**src/hw/lab_pkg.sv**
```systemverilog
// Purpose: Shared constants for the loop, AND and bit-operation execution block
// Assumes: 32-bit classic Wishbone register access, word-aligned offsets
// Notes:   Flag bit positions follow the core's flag register layout
package lab_pkg;
  localparam int          DATA_W     = 16;
  localparam int          PC_W       = 20;
  localparam int          FLAG_W     = 8;
  localparam int          IMM_W      = 4;
  localparam int          ADR_W      = 8;
  // Register offsets
  localparam logic [7:0]  OFS_CTRL   = 8'h00;
  localparam logic [7:0]  OFS_SRC    = 8'h04;
  localparam logic [7:0]  OFS_DST    = 8'h08;
  localparam logic [7:0]  OFS_PC     = 8'h0c;
  localparam logic [7:0]  OFS_LABEL  = 8'h10;
  localparam logic [7:0]  OFS_FLAGS  = 8'h14;
  localparam logic [7:0]  OFS_STATUS = 8'h18;
  // Control fields
  localparam int          CT_OP      = 0;
  localparam int          CT_WORD    = 2;
  localparam int          CT_SHORT   = 3;
  localparam int          CT_SAREG   = 4;
  localparam int          CT_DAREG   = 5;
  localparam int          CT_SAME    = 6;
  localparam int          CT_SUB     = 7;
  localparam int          CT_SB11    = 8;
  localparam int          CT_BIT     = 12;
  localparam int          CT_W       = 16;
  // Status fields
  localparam int          ST_BRANCH  = 0;
  localparam int          ST_ILLEGAL = 1;
  localparam int          ST_DONE    = 2;
  // Flag positions
  localparam int          FL_C       = 0;
  localparam int          FL_Z       = 2;
  localparam int          FL_S       = 3;
  localparam int          FL_O       = 5;
  localparam logic [7:0]  FLAGS_RST  = 8'h00;
  // Branch window around the instruction start
  localparam int          BR_BACK    = 126;
  localparam int          BR_FWD     = 129;
  typedef enum logic [1:0] {
    LAB_OP_LOOP = 2'b00,
    LAB_OP_AND  = 2'b01,
    LAB_OP_BAND = 2'b10,
    LAB_OP_CLR  = 2'b11
  } lab_op_e;
endpackage

```
**src/hw/lab_exec.sv**
```systemverilog
// Purpose: One-cycle execution of loop add, AND, bit-AND-carry and bit clear
// Assumes: Operands are stable in the cycle start_i is high
// Notes:   All outputs registered; illegal forms write nothing back
`timescale 1ns/1ps
`default_nettype none
module lab_exec
  import lab_pkg::*;
(
  input  wire logic                  clk_i,
  input  wire logic                  rst_i,
  input  wire logic                  start_i,
  input  wire lab_pkg::lab_op_e      op_i,
  input  wire logic [lab_pkg::CT_W-1:0]   ctrl_i,
  input  wire logic [lab_pkg::DATA_W-1:0] src_i,
  input  wire logic [lab_pkg::DATA_W-1:0] dst_i,
  input  wire logic [lab_pkg::PC_W-1:0]   pc_i,
  input  wire logic [lab_pkg::PC_W-1:0]   label_i,
  input  wire logic [lab_pkg::FLAG_W-1:0] flags_i,
  output logic                       valid_o,
  output logic                       illegal_o,
  output logic                       branch_o,
  output logic [lab_pkg::DATA_W-1:0] result_o,
  output logic [lab_pkg::FLAG_W-1:0] flags_o
);
  wire              word_w  = ctrl_i[CT_WORD];
  wire              short_w = ctrl_i[CT_SHORT];
  wire              sareg_w = ctrl_i[CT_SAREG];
  wire              dareg_w = ctrl_i[CT_DAREG];
  wire [3:0]        bit_w   = ctrl_i[CT_BIT+:4];
  // Immediate is a 4-bit signed field, so it cannot leave -8..+7
  wire [15:0]       imm_w   = {{(DATA_W-IMM_W){src_i[IMM_W-1]}}, src_i[IMM_W-1:0]};
  wire [15:0]       sum_w   = ctrl_i[CT_SUB] ? dst_i - imm_w
                                             : dst_i + imm_w;
  wire [15:0]       loop_w  = word_w ? sum_w : {dst_i[15:8], sum_w[7:0]};
  wire              lzero_w = word_w ? (sum_w == 16'h0000) : (sum_w[7:0] == 8'h00);
  wire signed [20:0] dist_w = $signed({1'b0, label_i}) - $signed({1'b0, pc_i});
  wire              inwin_w = (dist_w >= -BR_BACK) && (dist_w <= BR_FWD);
  // Byte source from an address register keeps only its low byte
  wire [15:0]       asrc_w  = word_w ? src_i : {8'h00, src_i[7:0]};
  wire              wide_w  = word_w || dareg_w;
  wire [15:0]       andf_w  = dst_i & asrc_w;
  wire [15:0]       and_w   = wide_w ? andf_w : {dst_i[15:8], andf_w[7:0]};
  wire              asgn_w  = wide_w ? andf_w[15] : andf_w[7];
  wire              azero_w = wide_w ? (andf_w == 16'h0000) : (andf_w[7:0] == 8'h00);
  wire              bad_and = (!word_w && sareg_w && dareg_w)
                           || (short_w && word_w)
                           || (short_w && ctrl_i[CT_SAME]);
  wire              bad_w   = (op_i == LAB_OP_AND  && bad_and)
                           || (op_i == LAB_OP_CLR && ctrl_i[CT_SB11] && !short_w)
                           || (op_i == LAB_OP_LOOP && !inwin_w);
  logic [15:0]      nxt_res;
  logic [7:0]       nxt_flg;
  logic             nxt_br;
  always_comb begin
    nxt_res = dst_i;
    nxt_flg = flags_i;
    nxt_br  = 1'b0;
    case (op_i)
      LAB_OP_LOOP: begin
        nxt_res = loop_w;
        nxt_br  = !lzero_w;
      end
      LAB_OP_AND: begin
        nxt_res       = and_w;
        nxt_flg[FL_S] = asgn_w;
        nxt_flg[FL_Z] = azero_w;
      end
      LAB_OP_BAND: nxt_flg[FL_C] = src_i[bit_w] & flags_i[FL_C];
      default: nxt_res[bit_w] = 1'b0;
    endcase
  end
  always_ff @(posedge clk_i) begin
    if (rst_i) begin
      valid_o   <= 1'b0;
      illegal_o <= 1'b0;
      branch_o  <= 1'b0;
      result_o  <= 16'h0000;
      flags_o   <= FLAGS_RST;
    end else begin
      valid_o <= start_i;
      if (start_i) begin
        illegal_o <= bad_w;
        branch_o  <= nxt_br && !bad_w;
        result_o  <= bad_w ? dst_i : nxt_res;
        flags_o   <= bad_w ? flags_i : nxt_flg;
      end
    end
  end
endmodule
`default_nettype wire

```
**src/hw/lab_top.sv**
```systemverilog
// Purpose: Wishbone-reached execution block for loop add, AND and bit ops
// Assumes: Classic single-cycle Wishbone master, synchronous active-high reset
// Notes:   A CTRL write with lane 0 launches one instruction; results land three edges later
`timescale 1ns/1ps
`default_nettype none
// Behaviour
// - Loop add writes sum, flags unchanged
// - Branch when sum nonzero, else fall through
// - Add and subtract loop share opcode
// - Loop immediate signed, -8 to +7
// - Target within -126..+129 of instruction start
// - AND stores src AND dest, byte/word
// - Byte into address register: zero-extend source
// - Byte from address register: low byte only
// - Byte form forbids two address registers
// - AND sets sign from result MSB
// - AND sets zero; carry, overflow kept
// - Short AND form is byte only
// - Short form forbids same source, destination
// - Carry becomes selected bit AND carry
// - Bit clear writes zero to bit
// - Bit clear: static-base 11-bit bit address short only
module lab_top
  import lab_pkg::*;
#(
  parameter int ADDR_W = lab_pkg::ADR_W
)
(
  input  wire logic              clk_i,
  input  wire logic              rst_i,
  input  wire logic              wb_cyc_i,
  input  wire logic              wb_stb_i,
  input  wire logic              wb_we_i,
  input  wire logic [ADDR_W-1:0] wb_adr_i,
  input  wire logic [3:0]        wb_sel_i,
  input  wire logic [31:0]       wb_dat_i,
  output logic      [31:0]       wb_dat_o,
  output logic                   wb_ack_o,
  output logic                   branch_taken_o,
  output logic                   illegal_o
);
  import lab_pkg::*;

  // Refuse address widths under 6 bits, one bit more than the status offset needs
  if (ADDR_W < 6) begin : g_adr_chk
    $error("ADDR_W too narrow for the register map");
  end

  // Byte-lane merge shared by every writable register
  function automatic logic [31:0] lane_merge(
    input logic [31:0] old_v,
    input logic [31:0] new_v,
    input logic [3:0]  sel_v
  );
    logic [31:0] res;
    res = old_v;
    for (int i = 0; i < 4; i++) begin
      if (sel_v[i]) begin
        res[i*8+:8] = new_v[i*8+:8];
      end
    end
    return res;
  endfunction

  logic                ack_ff;
  logic [CT_W-1:0]     ctrl_ff;
  logic [DATA_W-1:0]   src_ff;
  logic [DATA_W-1:0]   dst_ff;
  logic [PC_W-1:0]     pc_ff;
  logic [PC_W-1:0]     label_ff;
  logic [FLAG_W-1:0]   flags_ff;
  logic                branch_ff;
  logic                illegal_ff;
  logic                done_ff;
  logic                start_ff;
  logic [31:0]         rdat_ff;

  wire                 ex_valid;
  wire                 ex_illegal;
  wire                 ex_branch;
  wire [DATA_W-1:0]    ex_result;
  wire [FLAG_W-1:0]    ex_flags;

  // Decode
  wire        req_w    = wb_cyc_i && wb_stb_i && !ack_ff;
  wire        wr_w     = req_w && wb_we_i;
  wire [7:0]  adr_w    = 8'(wb_adr_i);
  wire        hit_ctrl = adr_w == OFS_CTRL;
  wire        hit_src  = adr_w == OFS_SRC;
  wire        hit_dst  = adr_w == OFS_DST;
  wire        hit_pc   = adr_w == OFS_PC;
  wire        hit_lab  = adr_w == OFS_LABEL;
  wire        hit_flg  = adr_w == OFS_FLAGS;
  wire        hit_st   = adr_w == OFS_STATUS;
  wire [31:0] old_ctrl = {16'h0000, ctrl_ff};
  wire [31:0] new_ctrl = lane_merge(old_ctrl, wb_dat_i, wb_sel_i);
  wire [31:0] new_src  = lane_merge({16'h0000, src_ff}, wb_dat_i, wb_sel_i);
  wire [31:0] new_dst  = lane_merge({16'h0000, dst_ff}, wb_dat_i, wb_sel_i);
  wire [31:0] new_pc   = lane_merge({12'h000, pc_ff}, wb_dat_i, wb_sel_i);
  wire [31:0] new_lab  = lane_merge({12'h000, label_ff}, wb_dat_i, wb_sel_i);
  wire [31:0] new_flg  = lane_merge({24'h000000, flags_ff}, wb_dat_i, wb_sel_i);
  // Launch only when the low byte carrying the opcode is written
  wire        launch_w = wr_w && hit_ctrl && wb_sel_i[0];
  wire [31:0] status_w = {29'h0, done_ff, illegal_ff, branch_ff};
  wire [31:0] rmux_w   = hit_ctrl ? old_ctrl :
                         hit_src  ? {16'h0000, src_ff} :
                         hit_dst  ? {16'h0000, dst_ff} :
                         hit_pc   ? {12'h000, pc_ff} :
                         hit_lab  ? {12'h000, label_ff} :
                         hit_flg  ? {24'h000000, flags_ff} :
                         hit_st   ? status_w :
                         32'h00000000;

  // Wishbone answer: one cycle after the strobe, unmapped reads give zero
  always_ff @(posedge clk_i) begin
    if (rst_i) begin
      ack_ff  <= 1'b0;
      rdat_ff <= 32'h00000000;
    end else begin
      ack_ff  <= req_w;
      rdat_ff <= req_w ? rmux_w : 32'h00000000;
    end
  end

  // Opcode shared by both loop forms; sub bit picks the variant
  always_ff @(posedge clk_i) begin
    if (rst_i) begin
      ctrl_ff <= 16'h0000;
    end else if (wr_w && hit_ctrl) begin
      ctrl_ff <= new_ctrl[CT_W-1:0];
    end
  end

  always_ff @(posedge clk_i) begin
    if (rst_i) begin
      src_ff   <= 16'h0000;
      pc_ff    <= 20'h00000;
      label_ff <= 20'h00000;
    end else if (wr_w) begin
      if (hit_src) begin
        src_ff <= new_src[DATA_W-1:0];
      end
      if (hit_pc) begin
        pc_ff <= new_pc[PC_W-1:0];
      end
      if (hit_lab) begin
        label_ff <= new_lab[PC_W-1:0];
      end
    end
  end

  // Commit of a finished instruction wins over a bus write in the same cycle
  always_ff @(posedge clk_i) begin
    if (rst_i) begin
      dst_ff   <= 16'h0000;
      flags_ff <= FLAGS_RST;
    end else if (ex_valid) begin
      dst_ff   <= ex_result;
      flags_ff <= ex_flags;
    end else if (wr_w) begin
      if (hit_dst) begin
        dst_ff <= new_dst[DATA_W-1:0];
      end
      if (hit_flg) begin
        flags_ff <= new_flg[FLAG_W-1:0];
      end
    end
  end

  // Status; done clears on the next launch, set wins over that clear
  always_ff @(posedge clk_i) begin
    if (rst_i) begin
      start_ff   <= 1'b0;
      branch_ff  <= 1'b0;
      illegal_ff <= 1'b0;
      done_ff    <= 1'b0;
    end else begin
      start_ff <= launch_w;
      if (ex_valid) begin
        branch_ff  <= ex_branch;
        illegal_ff <= ex_illegal;
        done_ff    <= 1'b1;
      end else if (launch_w) begin
        done_ff <= 1'b0;
      end
    end
  end

  // Operands sampled from registers the cycle after the launch
  lab_exec u_exec (
    .clk_i     (clk_i),
    .rst_i     (rst_i),
    .start_i   (start_ff),
    .op_i      (lab_op_e'(ctrl_ff[CT_OP+:2])),
    .ctrl_i    (ctrl_ff),
    .src_i     (src_ff),
    .dst_i     (dst_ff),
    .pc_i      (pc_ff),
    .label_i   (label_ff),
    .flags_i   (flags_ff),
    .valid_o   (ex_valid),
    .illegal_o (ex_illegal),
    .branch_o  (ex_branch),
    .result_o  (ex_result),
    .flags_o   (ex_flags)
  );

  assign wb_ack_o       = ack_ff;
  assign wb_dat_o       = rdat_ff;
  assign branch_taken_o = branch_ff;
  assign illegal_o      = illegal_ff;
endmodule
`default_nettype wire

```
**config.mk**
```make
export PLATFORM = sky130hd
export DESIGN_NAME = lab_top
export DESIGN_NICKNAME = d
export VERILOG_FILES = /design/src/hw/lab_pkg.sv /design/src/hw/lab_exec.sv /design/src/hw/lab_top.sv
export SDC_FILE = /design/constraint.sdc
export NUM_CORES = 1
export LEC_CHECK = 0
export BUFFER_PORTS_ARGS = -buffer_cell sky130_fd_sc_hd__buf_2
export CORE_MARGIN = 1.5
export CORE_UTILIZATION = 55
export DETAILED_ROUTE_END_ITERATION = 8
export PLACE_DENSITY = 0.79
export SETUP_SLACK_MARGIN = 0.1
export SYNTH_ARGS = -nofsm -noshare
export SYNTH_HDL_FRONTEND = slang
export SYNTH_HIERARCHICAL = 1
export SYNTH_SLANG_ARGS = --single-unit
export TNS_END_PERCENT = 1
```
**constraint.sdc**
```tcl
create_clock -name clk_i -period 10.2 [get_ports clk_i]
set_clock_uncertainty 0.2 [all_clocks]
set_input_delay 1.02 -clock clk_i [delete_from_list [all_inputs] [get_ports clk_i]]
set_output_delay 1.02 -clock clk_i [all_outputs]
set_load 0.02 [all_outputs]
```
==> results.md, run 1 <==
Power:
- The total power after layout is 1.282 mW.
- The reported net switching power is 0.3221 mW.
- The power per cell area is 121.9 nW/um2.
- The internal power of the cells is 0.9598 mW.
- Across the VDD grid, the largest voltage drop is 152.5 uV.
- In this run, the combinational gates consume 4.8% of the power.
- The proportion of total power due to net switching is 25.12%.
- Summed over all cells, the static leakage comes to 4.152 nW.
- The clock network power share is 50.1%.
- Per report_power, the sequential group accounts for 45.1% of the total.

Synthesis:
- The share of the Yosys chip area taken by registers is 30.54%.
- Summing the areas of all and, or, nand and nor instances in the mapped netlist gives 18.40% of the synthesized area.
- The dominant cell by count in the synthesized netlist is sky130_fd_sc_hd__dfxtp_1.
- In the synthesized netlist, the number of instances is 1191.
- In this run, synthesis inferred 0 flip-flops with an integrated enable.
- During synthesis, Yosys emitted a total of 6 warnings.
- The leading area contributor after synthesis is sky130_fd_sc_hd__dfxtp_1.
- The top cell type's share of synthesized area is 30.54%.
- Summing the areas of all compound-gate instances in the mapped netlist gives 26.81% of the synthesized area.
- The prevailing post-synth register cell is sky130_fd_sc_hd__dfxtp_1.
- Dividing the synthesized area by the synthesized cell count gives 8.146 um2.
- The post-synthesis share of cell area spent on full adders, half adders and majority gates is 5.700%.
- Ranked by total cell area, the synthesized netlist is headed by sky130_fd_sc_hd__dfxtp_1 (31%), sky130_fd_sc_hd__mux2i_1 (7.2%), sky130_fd_sc_hd__ha_1 (5.3%).
- The proportion of synthesized flip-flops having asynchronous set or reset is 0%.
- In this run, distinct cell masters in the synthesized netlist total 83.
- In the synthesized netlist, the cells that appear most often are sky130_fd_sc_hd__dfxtp_1 (148), sky130_fd_sc_hd__nor2_1 (104), sky130_fd_sc_hd__a21oi_1 (88).
- The XOR/XNOR share of the synthesized area is 2.437%.
- The synthesized cell area is 9702 um2.
- The dominant combinational cell family by area after synthesis is compound AO/OA/AOI/OAI gates.
- In the synthesized netlist, mux cells make up 8.847% of the area.
- The synthesized design contains 148 register bits.

Floorplanning:
- The floorplan has 48 rows.
- Once the floorplan was initialized, standard cells occupied 56.29% of the core.
- During I/O placement, the number of pins put on the boundary was 84.
- The area inside the core boundary is 17240 um2.
- The area of the die is 18450 um2.
- From left edge to right edge, the die measures 135.8 um.
- The die is 135.8 um tall.

Route:
- In the final routed layout, each cell accounts on average for 20.28 um.
- The final routed DRC violation total is 0.
- In this run the remaining antenna-violating nets after routing total 0.
- The per-cell via count in the routed design is 6.621.
- The total number of vias is 9455.
- The count of routing violations after the opening detailed-route iteration is 1211.
- The number of iterations in the first detailed-routing pass is 7.
- Wires add up to 28.97 mm.

Timing:
- The final max-slew violation count is 0.
- The remaining max-slew budget at the tightest pin is 22.61%.
- The clock period minus final worst setup slack is 4.837 ns.
- In the finished design, the share of the clock period the worst path needs comes to 47.42%.
- Setup repair after global routing left no endpoint under its margin.
- The final hold violation count was 0.
- The pin slew with the least headroom to its limit is 1.161 ns.
- Derived from the worst setup path, the maximum achievable clock frequency is 206.7 MHz.
- Setup total negative slack on the finished layout was measured at 0 ns.
- The total setup violations reported at the end of the flow is 0.

Placed design:
- The count of buffers from port buffering is 58.
- The wire-length estimate of the detail-placed layout is 19.94 mm.
- The weighted congestion at the end of routability-driven global placement is 0.9743.

Clock network:
- The total of hold buffers inserted after clock tree synthesis is 0.
- The clock-pin transition on the worst setup and hold timing paths is 0.07 ns.
- The clock tree synthesis step divided the H-tree into 4 levels.
- In this run, CTS created clock tree buffers numbering 17.
- The longest clock path from root to sink contains 2 buffers.
- TritonCTS built the clock tree.
- The worst-skew pair later-pin latency is 0.44 ns.
- The clock root buffer is sky130_fd_sc_hd__clkbuf_16.
- The quantity of gates resized following cts is 0.
- The total setup buffers inserted after CTS is 0.
- Counting every sink on the clock net gives 148.

GRT:
- The number of antenna violations at the first check in global routing came to 0.
- Entering global routing, the biggest net connects 70 pins.
- The all-layer global routing usage is 31.42%.
- The total overflow left after global routing is 0.
- The via count of the first global-routing pass is 8693.
- The wire length of the first global-routing pass is 45.62 mm.

Worst setup path:
- Along the worst path, the maximum fanout reaches 23.
- The cell depth of the worst flop-to-flop path is 15.
- STA classifies the critical path endpoint as a flop.
- The class of the most critical setup path is flop to flop.
- The required arrival time at the worst endpoint is 10.34 ns.
- The worst setup path is launched from a flop.
- The endpoint arrival time on the critical path is 4.98 ns.

Job:
- Across the run, the number of max-cap violations was 0.

Finish:
- The share of layout cells above drive strength 1 is 11.64%.
- The total inserted antenna cells is 0.
- In the final design database the tool counted 1282 nets.
- From synthesis to final layout, the design area changed by 8.421%.

Status:
- The run finished with clean final reports.

Worst hold path:
- The worst hold path belongs to the class flop to flop.
- The number of stages on the worst hold path is 2.
## layout by cell type (no fill, tap or decap), drive strengths merged, types with 21 or more instances in the layout
cell	Yosys	routed
a31oi	34	34
a21o	21	21
inv	69	76
nand3	53	53
a21oi	89	89
ha	41	41
mux2i	70	70
dfxtp	148	148
o21ai	83	83
nor2	105	105
nand2	82	82
buf	37	64
## path summary, 6_finish.rpt
path                                    from                         endpoint  slack [ns]
max                 label_ff[0]$_SDFFE_PP0P_  u_exec/result_o[0]$_SDFFE_PP0P_        5.36
max reg2reg         label_ff[0]$_SDFFE_PP0P_  u_exec/result_o[0]$_SDFFE_PP0P_        5.36
min          u_exec/result_o[2]$_SDFFE_PP0P_           dst_ff[2]$_SDFFE_PP0P_        0.27
min reg2reg  u_exec/result_o[2]$_SDFFE_PP0P_           dst_ff[2]$_SDFFE_PP0P_        0.27
## cell families after synthesis
group | after synthesis
compound gates | 375
xor+xnor | 27
fa+ha+maj | 43
buf+inv | 165
flops | 148
mux | 78
other cells | 1
simple gates | 354
## power groups by stage
stage	clock network [mW]	registers [mW]	logic [mW]
final	0.643	0.578	0.0611
after global routing	0.670	0.578	0.0644
after CTS	0.643	0.578	0.0591
after detailed placement	0	0.591	0.0587
after global placement	0	0.591	0.0582
after floorplan	0	0.591	0.0385
## routing by layer
layer  wire [um]  part of all wire [%]  vias up  global-route usage, %
met1       12030                    42     4384                  41.54
li1            -                     -     4379                      -
met5           0                     0        -                      0
met2       12950                    45      594                  49.13
met3        2968                    10       98                  7.159
met4        1020                   3.5        0                  13.38
## state kept, by name (all words and copies together), names as in the netlist, 8 cells and up
| name | flops |
|---|---|
| u_exec/result_o | 16 |
| ctrl_ff | 16 |
| flags_ff | 8 |
| src_ff | 16 |
| u_exec/flags_o | 8 |
| pc_ff | 20 |
| dst_ff | 16 |
| label_ff | 20 |
| wb_dat_o | 20 |
## final cells by class
type	count	area, um2
clock buffers	18	429.2
clock inverters	14	165.2
fillers	1521	6718
inverters	70	262.8
multi-input cells	889	6080
flip-flops and latches	148	2963
well taps	225	281.5
repair buffers	64	337.8
## metrics by stage
step	area, um2	util [%]	instances	hold WS (ns)	worst slack [ns]
2_1_floorplan	9743	-	1202	0.2248	6.180
3_3_place_gp	9925	57.58	1396	0.2555	5.504
3_5_place_dp	9925	57.58	1396	0.2582	5.520
4_1_cts	10520	61.03	1428	0.2695	5.462
5_1_grt	10520	61.03	1428	0.2805	5.180
6_report	10520	61.03	1428	0.2684	5.363
## critical path, cell delays in order, from the launching register on
cell and delay (ns):
sky130_fd_sc_hd__dfxtp_1 0.33, sky130_fd_sc_hd__inv_1 0.06, sky130_fd_sc_hd__ha_1 0.20, sky130_fd_sc_hd__inv_1 0.07, sky130_fd_sc_hd__fa_1 0.43, sky130_fd_sc_hd__a211oi_1 0.37, sky130_fd_sc_hd__o21a_1 0.26, sky130_fd_sc_hd__nor4_1 0.10
sky130_fd_sc_hd__o21ai_1 0.21, sky130_fd_sc_hd__nand2_1 0.07, sky130_fd_sc_hd__a31o_1 0.23, sky130_fd_sc_hd__or4_1 0.51, sky130_fd_sc_hd__a2111o_1 0.50, sky130_fd_sc_hd__and3_4 0.37, sky130_fd_sc_hd__or4_1 0.51, sky130_fd_sc_hd__a311oi_1 0.31
(Power assumes the default switching activity.)
==> run 2: changes to the inputs <==
- clock period: 10.2 -> 4.9 ns (I/O delays scaled with it)
==> run 2 against run 1 <==
Compared with the run above: via count increased by 0.99%; sequential share of layout area decreased by 0.11 points; die area unchanged; cell area increased by 0.40%; power increased by 100%; count of clock-buffer cells in the layout decreased by 1; fmax increased by 4.2%; routed wire length increased by 2.2%.
==> results.md, run 2 (synthesis gave the netlist of run 1 again) <==
Timing:
- Derived from the worst setup path, the maximum achievable clock frequency is 215.5 MHz.
- The final max-slew violation count was 0.
- For the pin with the worst max-slew slack, the measured transition is 1.060 ns.
- The final hold violation count came to 0.
- The clock period minus final worst setup slack is 4.640 ns.
- Setup repair after global routing left no endpoint under its margin.
- The total setup violations reported at the end of the flow is 0.
- The post-route fraction of the period consumed by the critical path is 94.70%.
- The remaining max-slew budget at the tightest pin is 29.35%.
- The summed negative setup slack over all endpoints is 0 ns.

Power:
- The power per cell area is 247.9 nW/um2.
- The peak supply drop is 274.0 uV.
- The proportion of power drawn by combinational gates is 5.0%.
- For this design the total switching power over the nets is 0.6715 mW.
- The internal power of the cells totals 1.946 mW.
- In this run the static leakage power is 4.185 nW.
- Per report_power, the sequential group accounts for 46.0% of the total.
- The clock network power share is 49.0%.
- Of the total power, the share spent switching nets is 25.65%.

Finish:
- In the layout the commonest cells are sky130_fd_sc_hd__dfxtp_1 (148), sky130_fd_sc_hd__nor2_1 (104), sky130_fd_sc_hd__a21oi_1 (88).
- The total inserted antenna cells is 0.
- The most frequent standard cell in the layout excluding fill and tap cells is sky130_fd_sc_hd__dfxtp_1.
- Across the whole layout, storage elements account for 2963 um2.
- The final net count is 1289.
- The area growth from synthesis to layout is 8.860%.
- The multi-input combinational cells in the finished layout cover a total of 6092 um2.
- Fill cells in the final layout number 1524.
- The post-route netlist has 12.48% of its cells at a drive strength greater than 1.
- The final design utilization is 61.27%.

Worst hold path:
- The worst min-delay path class is primary input to flop.
- In this run the most critical hold path is launched from wb_dat_i[19].

Route:
- After detailed routing, the total wire length is 29.60 mm.
- The total number of vias is 9549.
- The length of routed met3 wiring is 2.762 mm.
- The highest routing layer actually used is met4.
- The count of routing violations after the opening detailed-route iteration is 1242.
- Once detail routing completed, the nets flagged for antenna violations numbered 0.
- For this block, wires on met1 add up to 12.55 mm.
- The number of iterations in the first detailed-routing pass is 6.
- In the routed design, unresolved DRC markers number 0.
- After detailed routing, the average wire length per cell comes to 20.63 um.
- The length of routed met2 wiring is 13.13 mm.
- The per-cell via count in the routed design is 6.654.

Worst setup path:
- The largest fanout on the critical path is 23.
- Tracing the worst setup path back leads to its startpoint at pc_ff[0]$_SDFFE_PP0P_.
- Counting cells, the worst reg-to-reg path comes to 14.
- The endpoint arrival time on the critical path is 4.77 ns.
- The element type at the critical path end is a flop.
- The reg-to-reg setup timing slack is 0.26 ns.
- The element type at the critical path start is a flop.
- The worst reg2reg path endpoint is u_exec/result_o[0]$_SDFFE_PP0P_.
- Following the worst setup path forward leads to its endpoint at u_exec/result_o[0]$_SDFFE_PP0P_.
- The class of the most critical setup path is flop to flop.
- The launch instance of the worst register-to-register path is pc_ff[0]$_SDFFE_PP0P_.
- Data on the critical path is required at its endpoint by 5.03 ns.

Placed design:
- The count of buffers from port buffering is 58.
- Detailed placement ended at an HPWL of 20.40 mm.
- Routability-driven placement finished with a final weighted congestion of 0.9236.

GRT:
- The all-layer global routing usage is 32.03%.
- The maximum number of pins on one net before global-route repair is 70.
- The global route total overflow is 0.
- The number of antenna violations at the first check in global routing came to 0.
- The first global-routing pass estimated 46.11 mm of wire.
- The via count of the first global-routing pass is 8668.

Clock network:
- The clock-pin transition on the worst setup and hold timing paths is 0.07 ns.
- The H-tree depth reported by CTS is 4.
- The total of hold buffers inserted after clock tree synthesis is 0.
- The clock drives 148 sinks.
- The later pin in the worst-skew pair is clocked with a latency of 0.43 ns.
- The quantity of gates resized following cts is 0.
- The number of buffers added by the clock tree synthesis step is 17.
- The total setup buffers inserted after CTS is 0.
- The longest clock path from root to sink contains 2 buffers.
- The tree is rooted in a sky130_fd_sc_hd__clkbuf_16.
- The clock tree from TritonCTS is done.

Floorplanning:
- The floorplan step defined a die boundary enclosing 18450 um2.
- In this run the vertical extent of the chip is 135.8 um.
- In this run the core area contains 48 standard-cell rows.
- In this run the standard cell core region covers 17240 um2.
- From left edge to right edge, the die measures 135.8 um.
- The effective utilization at floorplan is 56.29%.
- Pin placement for this block handled 84 I/O pins.

Status:
- The flow ran to the end, and the final reports show no timing, DRC or antenna violations.

Job:
- Across the run, the number of max-cap violations was 0.
==> run 2: cell types whose count changed in the layout (fill, tap and decap cells not counted), sizes merged <==
cell,delta
bufinv,-1
clkbuf,-1
buf,+7
clkinv,+2
==> run 2: how the worst min path moves through the flow <==
stage	endpoint	slack, ns	cells past startpoint
final	label_ff[19]$_SDFFE_PP0P_	0.11	3
after global routing	label_ff[19]$_SDFFE_PP0P_	0.12	3
after CTS	label_ff[19]$_SDFFE_PP0P_	0.11	3
after detailed placement	wb_dat_o[11]$_SDFF_PP0_	0.25	2
after global placement	wb_dat_o[11]$_SDFF_PP0_	0.25	2
after floorplan	wb_dat_o[10]$_SDFF_PP0_	0.22	2
==> run 2: layout make-up <==
type	instances	area share (%)
Inverter	70	2.488
Tap cell	225	2.666
Multi-Input combinational cell	889	57.68
Timing Repair Buffer	71	3.696
Sequential cell	148	28.05
Clock buffer	17	4.028
Clock inverter	15	1.386
==> run 2: power by group through the flow <==
stage	clock network [mW]	logic (mW)	registers, mW
after floorplan	0	0.0801	1.23
after global placement	0	0.124	1.23
after detailed placement	0	0.126	1.23
after CTS	1.28	0.126	1.20
after global routing	1.34	0.137	1.20
final	1.28	0.131	1.20
==> run 2: metrics by stage <==
step                      power, mW  hold WS, ns  instance area (um2)  std cells  worst slack (ns)
after floorplan               1.311       0.2248                 9743       1202            0.8796
after global placement        1.355       0.2531                 9977       1403            0.3941
after detailed placement      1.357       0.2538                 9977       1403            0.3082
after CTS                     2.613       0.1089                10550       1435            0.2735
after global routing          2.684       0.1233                10560       1435            0.1074
final                         2.618       0.1112                10560       1435            0.2596
==> run 2: worst max-delay path, stage by stage (launching register included) <==
cell                       delay, ns
sky130_fd_sc_hd__dfxtp_1        0.36
sky130_fd_sc_hd__ha_1           0.21
sky130_fd_sc_hd__inv_1          0.07
sky130_fd_sc_hd__fa_1           0.44
sky130_fd_sc_hd__a211oi_2       0.30
sky130_fd_sc_hd__o21a_1         0.24
sky130_fd_sc_hd__nor2_1         0.10
sky130_fd_sc_hd__xnor2_1        0.17
sky130_fd_sc_hd__nor3_1         0.25
sky130_fd_sc_hd__nand4_1        0.12
sky130_fd_sc_hd__or4_1          0.48
sky130_fd_sc_hd__a2111o_2       0.49
sky130_fd_sc_hd__and3_4         0.32
sky130_fd_sc_hd__or4_1          0.48
sky130_fd_sc_hd__a311oi_1       0.30
==> run 2: routing by layer <==
metal | vias up | global-route usage, %
met4 | 0 | 13.92
met2 | 564 | 49.21
met1 | 4490 | 43.47
met5 | - | 0
li1 | 4382 | -
met3 | 113 | 6.562
==> run 3: changes to the inputs <==
- ABC_AREA: unset -> 1
==> run 3 against run 2 <==
Compared with the run above: final cell count rose by 29%; utilization fell by 0.24 points; sequential cell count did not move; combinational power rose by 3%; die area rose by 3.2%; clock power rose by 6%; non-clock buffer count fell by 9; critical path depth rose by 4; via count rose by 12%; power rose by 3.1%; synthesized area rose by 3.2%; sequential share of layout area fell by 0.93 points; critical endpoint is now u_exec/branch_o$_SDFFE_PP0P_.
==> results.md, run 3 <==
Status:
- The run finished with clean final reports.

Synthesis:
- The most common cell in the synthesized netlist is sky130_fd_sc_hd__nand2_1.
- Ranked by total cell area, the synthesized netlist is headed by sky130_fd_sc_hd__dfxtp_1 (30%), sky130_fd_sc_hd__nand2_1 (15%), sky130_fd_sc_hd__inv_1 (6.8%).
- In the synthesized netlist, the number of instances is 1576.
- The synthesized cell area is 10020 um2.
- The number of library cell types mapped by synthesis is 55.
- Counting flops and latches in the post-synthesis netlist gives 148.
- The proportion of synthesized flip-flops having asynchronous set or reset is 0%.
- A synthesized cell averages 6.356 um2.
- Of all cell types, the one taking the most synthesized area is sky130_fd_sc_hd__dfxtp_1.
- Yosys mapped a number of flops with a built-in enable equal to 0.
- After synthesis, the most frequently instantiated cells are sky130_fd_sc_hd__nand2_1 (410), sky130_fd_sc_hd__inv_1 (182), sky130_fd_sc_hd__nor2_1 (149).
- The post-synthesis sequential area ratio is 29.58%.
- The synthesized design devotes to its leading area cell type 29.58% of total area.
- The prevailing post-synth register cell is sky130_fd_sc_hd__dfxtp_1.
- During synthesis, Yosys emitted a total of 6 warnings.

Clock network:
- Post-CTS timing repair inserted 0 buffers for setup.
- The number of buffers added by the clock tree synthesis step is 17.
- In this run, post-CTS hold repair placed 0 buffers.
- The clock root buffer is sky130_fd_sc_hd__clkbuf_16.
- The clock tree from TritonCTS is done.
- The maximum number of buffers from clock root to sink is 2.
- The worst-skew pair later-pin latency is 0.43 ns.
- The clock-pin transition on the worst setup and hold timing paths is 0.07 ns.
- The clock sink count is 148.
- The H-tree was split into 4 levels.
- Post-CTS repair changed the size of 0 cells.

Placed design:
- The weighted congestion at the end of routability-driven global placement is 0.9900.
- The half-perimeter wire length of the detailed placement result is 23.05 mm.
- Timing analysis after detailed placement gives a worst setup slack of 1.353 ns.
- Port buffering added 58 buffers.
- The placed instance area is 10310 um2.

Route:
- After detailed routing, the number of remaining DRC violations is 0.
- The number of iterations in the first detailed-routing pass is 6.
- The per-cell via count in the routed design is 5.788.
- The antenna violation net count after detailed routing is 0.
- Summing over every cut layer, the via total after detailed routing is 10710.
- Wires add up to 30.71 mm.
- The count of routing violations after the opening detailed-route iteration is 1202.
- Dividing the detail-routed wire length by the instance count gives 16.59 um.

Floorplanning:
- The initialized floorplan defines 49 standard-cell rows.
- 84 I/O pins were placed.
- The vertical die dimension is 138.0 um.
- The horizontal extent of the die is 138.0 um.
- The area of the die is 19030 um2.
- The effective utilization at floorplan is 55.95%.
- The area inside the core boundary is 17900 um2.

Power:
- The standby leakage power is 5.319 nW.
- Dividing total power by cell area gives a power density of 247.1 nW/um2.
- The peak supply drop is 247.9 uV.

Timing:
- The top achievable clock speed is 272.3 MHz.
- The post-route fraction of the period consumed by the critical path is 74.95%.
- The pin slew with the least headroom to its limit is 1.224 ns.
- Hold timing on the final database bottoms out at a slack of 0.1298 ns.
- The final max-slew violation count came to 0.
- The clock period minus final worst setup slack is 3.672 ns.
- The remaining max-slew budget at the tightest pin is 18.40%.
- Setup violations remaining at the end of the flow were counted as 0.
- Setup repair after global routing left no endpoint under its margin.
- For the final routed database, the setup TNS stands at 0 ns.
- The worst path setup slack after routing is 1.228 ns.
- The final hold violation count came to 0.

Finish:
- At the end of the flow, the number of nets in the layout was 1701.
- After routing the design area is 10930 um2.
- From synthesis to final layout, the design area changed by 9.068%.
- 0 antenna diodes ended up in the layout.
- The number of fill cells in the layout is 1715.
- Leaving out fill and tap cells, the most frequent cells in the layout are sky130_fd_sc_hd__nand2_1 (410), sky130_fd_sc_hd__inv_1 (182), sky130_fd_sc_hd__nor2_1 (149).
- Leaving out fill and tap cells, the most frequent cell in the layout is sky130_fd_sc_hd__nand2_1.
- The share of layout cells above drive strength 1 is 9.864%.

Worst setup path:
- The element type at the critical path end is a flop.
- The worst setup path is of the flop to flop kind.
- For the worst setup path, the data required time is 5.02 ns.
- STA classifies the critical path startpoint as a flop.
- The largest fanout on the critical path is 6.
- For the worst setup path, the data arrival time is 3.79 ns.

Worst hold path:
- The worst hold path belongs to the class primary input to flop.

GRT:
- The via count of the first global-routing pass is 9737.
- The wire length of the first global-routing pass is 47.85 mm.
- The number of antenna violations at the first check in global routing is 0.
- The global route total overflow is 0.
- The maximum number of pins on one net before global-route repair is 87.
- Global routing used 32.40% of the available tracks across all layers.

Job:
- Max-cap violations in this run came to 0.
[run 3: final cells by class]
cell class                 instances  area (um2)  area share [%]
clock inverter                    13       172.7           1.580
tap                              229       286.5           2.623
sequential                       148        2963           27.12
timing repair buffer              62       320.3           2.932
clock buffer                      19       442.9           4.054
multi-input combinational       1176        5972           54.66
inverter                         204       768.2           7.032
[run 3: per-layer routing]
metal	GRT usage (%)	up-vias	part of all wire (%)
li1	-	5220	-
met2	53.79	522	46
met5	0	-	0
met3	5.190	108	7.7
met4	16.78	0	4.7
met1	40.47	4863	42
[run 3: report_power, final]
part	internal (mW)	switching, mW	leakage (nW)
registers	1.20	0.000690	1.19
logic	0.0327	0.102	3.83
clock network	0.823	0.537	0.299
total	2.06	0.640	5.32
[run 3: metrics by stage]
stage	total power, mW	cells	utilization (%)
after floorplan	1.324	1587	-
after global placement	1.360	1819	57.59
after detailed placement	1.362	1819	57.59
after CTS	2.700	1851	61.03
after global routing	2.766	1851	61.03
final	2.699	1851	61.03
[run 3: kinds of logic after synthesis]
logic type | Yosys count | synth area share [%]
buf+inv | 263 | 11.22
xor+xnor | 14 | 1.224
other cells | 1 | 0.03744
simple gates | 780 | 34.39
flops | 148 | 29.58
compound gates | 327 | 18.04
fa+ha+maj | 43 | 5.521
[run 3: worst paths after layout]
check	from	end	slack, ns	cells past startpoint
min	wb_dat_i[18]	pc_ff[18]$_SDFFE_PP0P_	0.13	3
max	src_ff[1]$_SDFFE_PP0P_	u_exec/branch_o$_SDFFE_PP0P_	1.23	18
min reg2reg	u_exec/flags_o[2]$_SDFFE_PP0P_	u_exec/flags_o[2]$_SDFFE_PP0P_	0.26	2
max reg2reg	src_ff[1]$_SDFFE_PP0P_	u_exec/branch_o$_SDFFE_PP0P_	1.23	18
[run 3: worst max-delay path, stage by stage (launching register included)]
cell	delay, ns
sky130_fd_sc_hd__dfxtp_1	0.49
sky130_fd_sc_hd__inv_1	0.13
sky130_fd_sc_hd__ha_1	0.28
sky130_fd_sc_hd__inv_1	0.05
sky130_fd_sc_hd__o21ai_0	0.12
sky130_fd_sc_hd__fa_1	0.48
sky130_fd_sc_hd__o21ai_0	0.55
sky130_fd_sc_hd__nand2_1	0.10
sky130_fd_sc_hd__nand2_1	0.18
sky130_fd_sc_hd__nand2_1	0.07
sky130_fd_sc_hd__nand2_1	0.07
sky130_fd_sc_hd__xnor2_1	0.13
sky130_fd_sc_hd__nand3_1	0.10
sky130_fd_sc_hd__nor2_1	0.15
sky130_fd_sc_hd__nand3_1	0.10
sky130_fd_sc_hd__nand2_1	0.07
sky130_fd_sc_hd__nand2_1	0.09
sky130_fd_sc_hd__nand4_1	0.13
sky130_fd_sc_hd__nand2_1	0.07
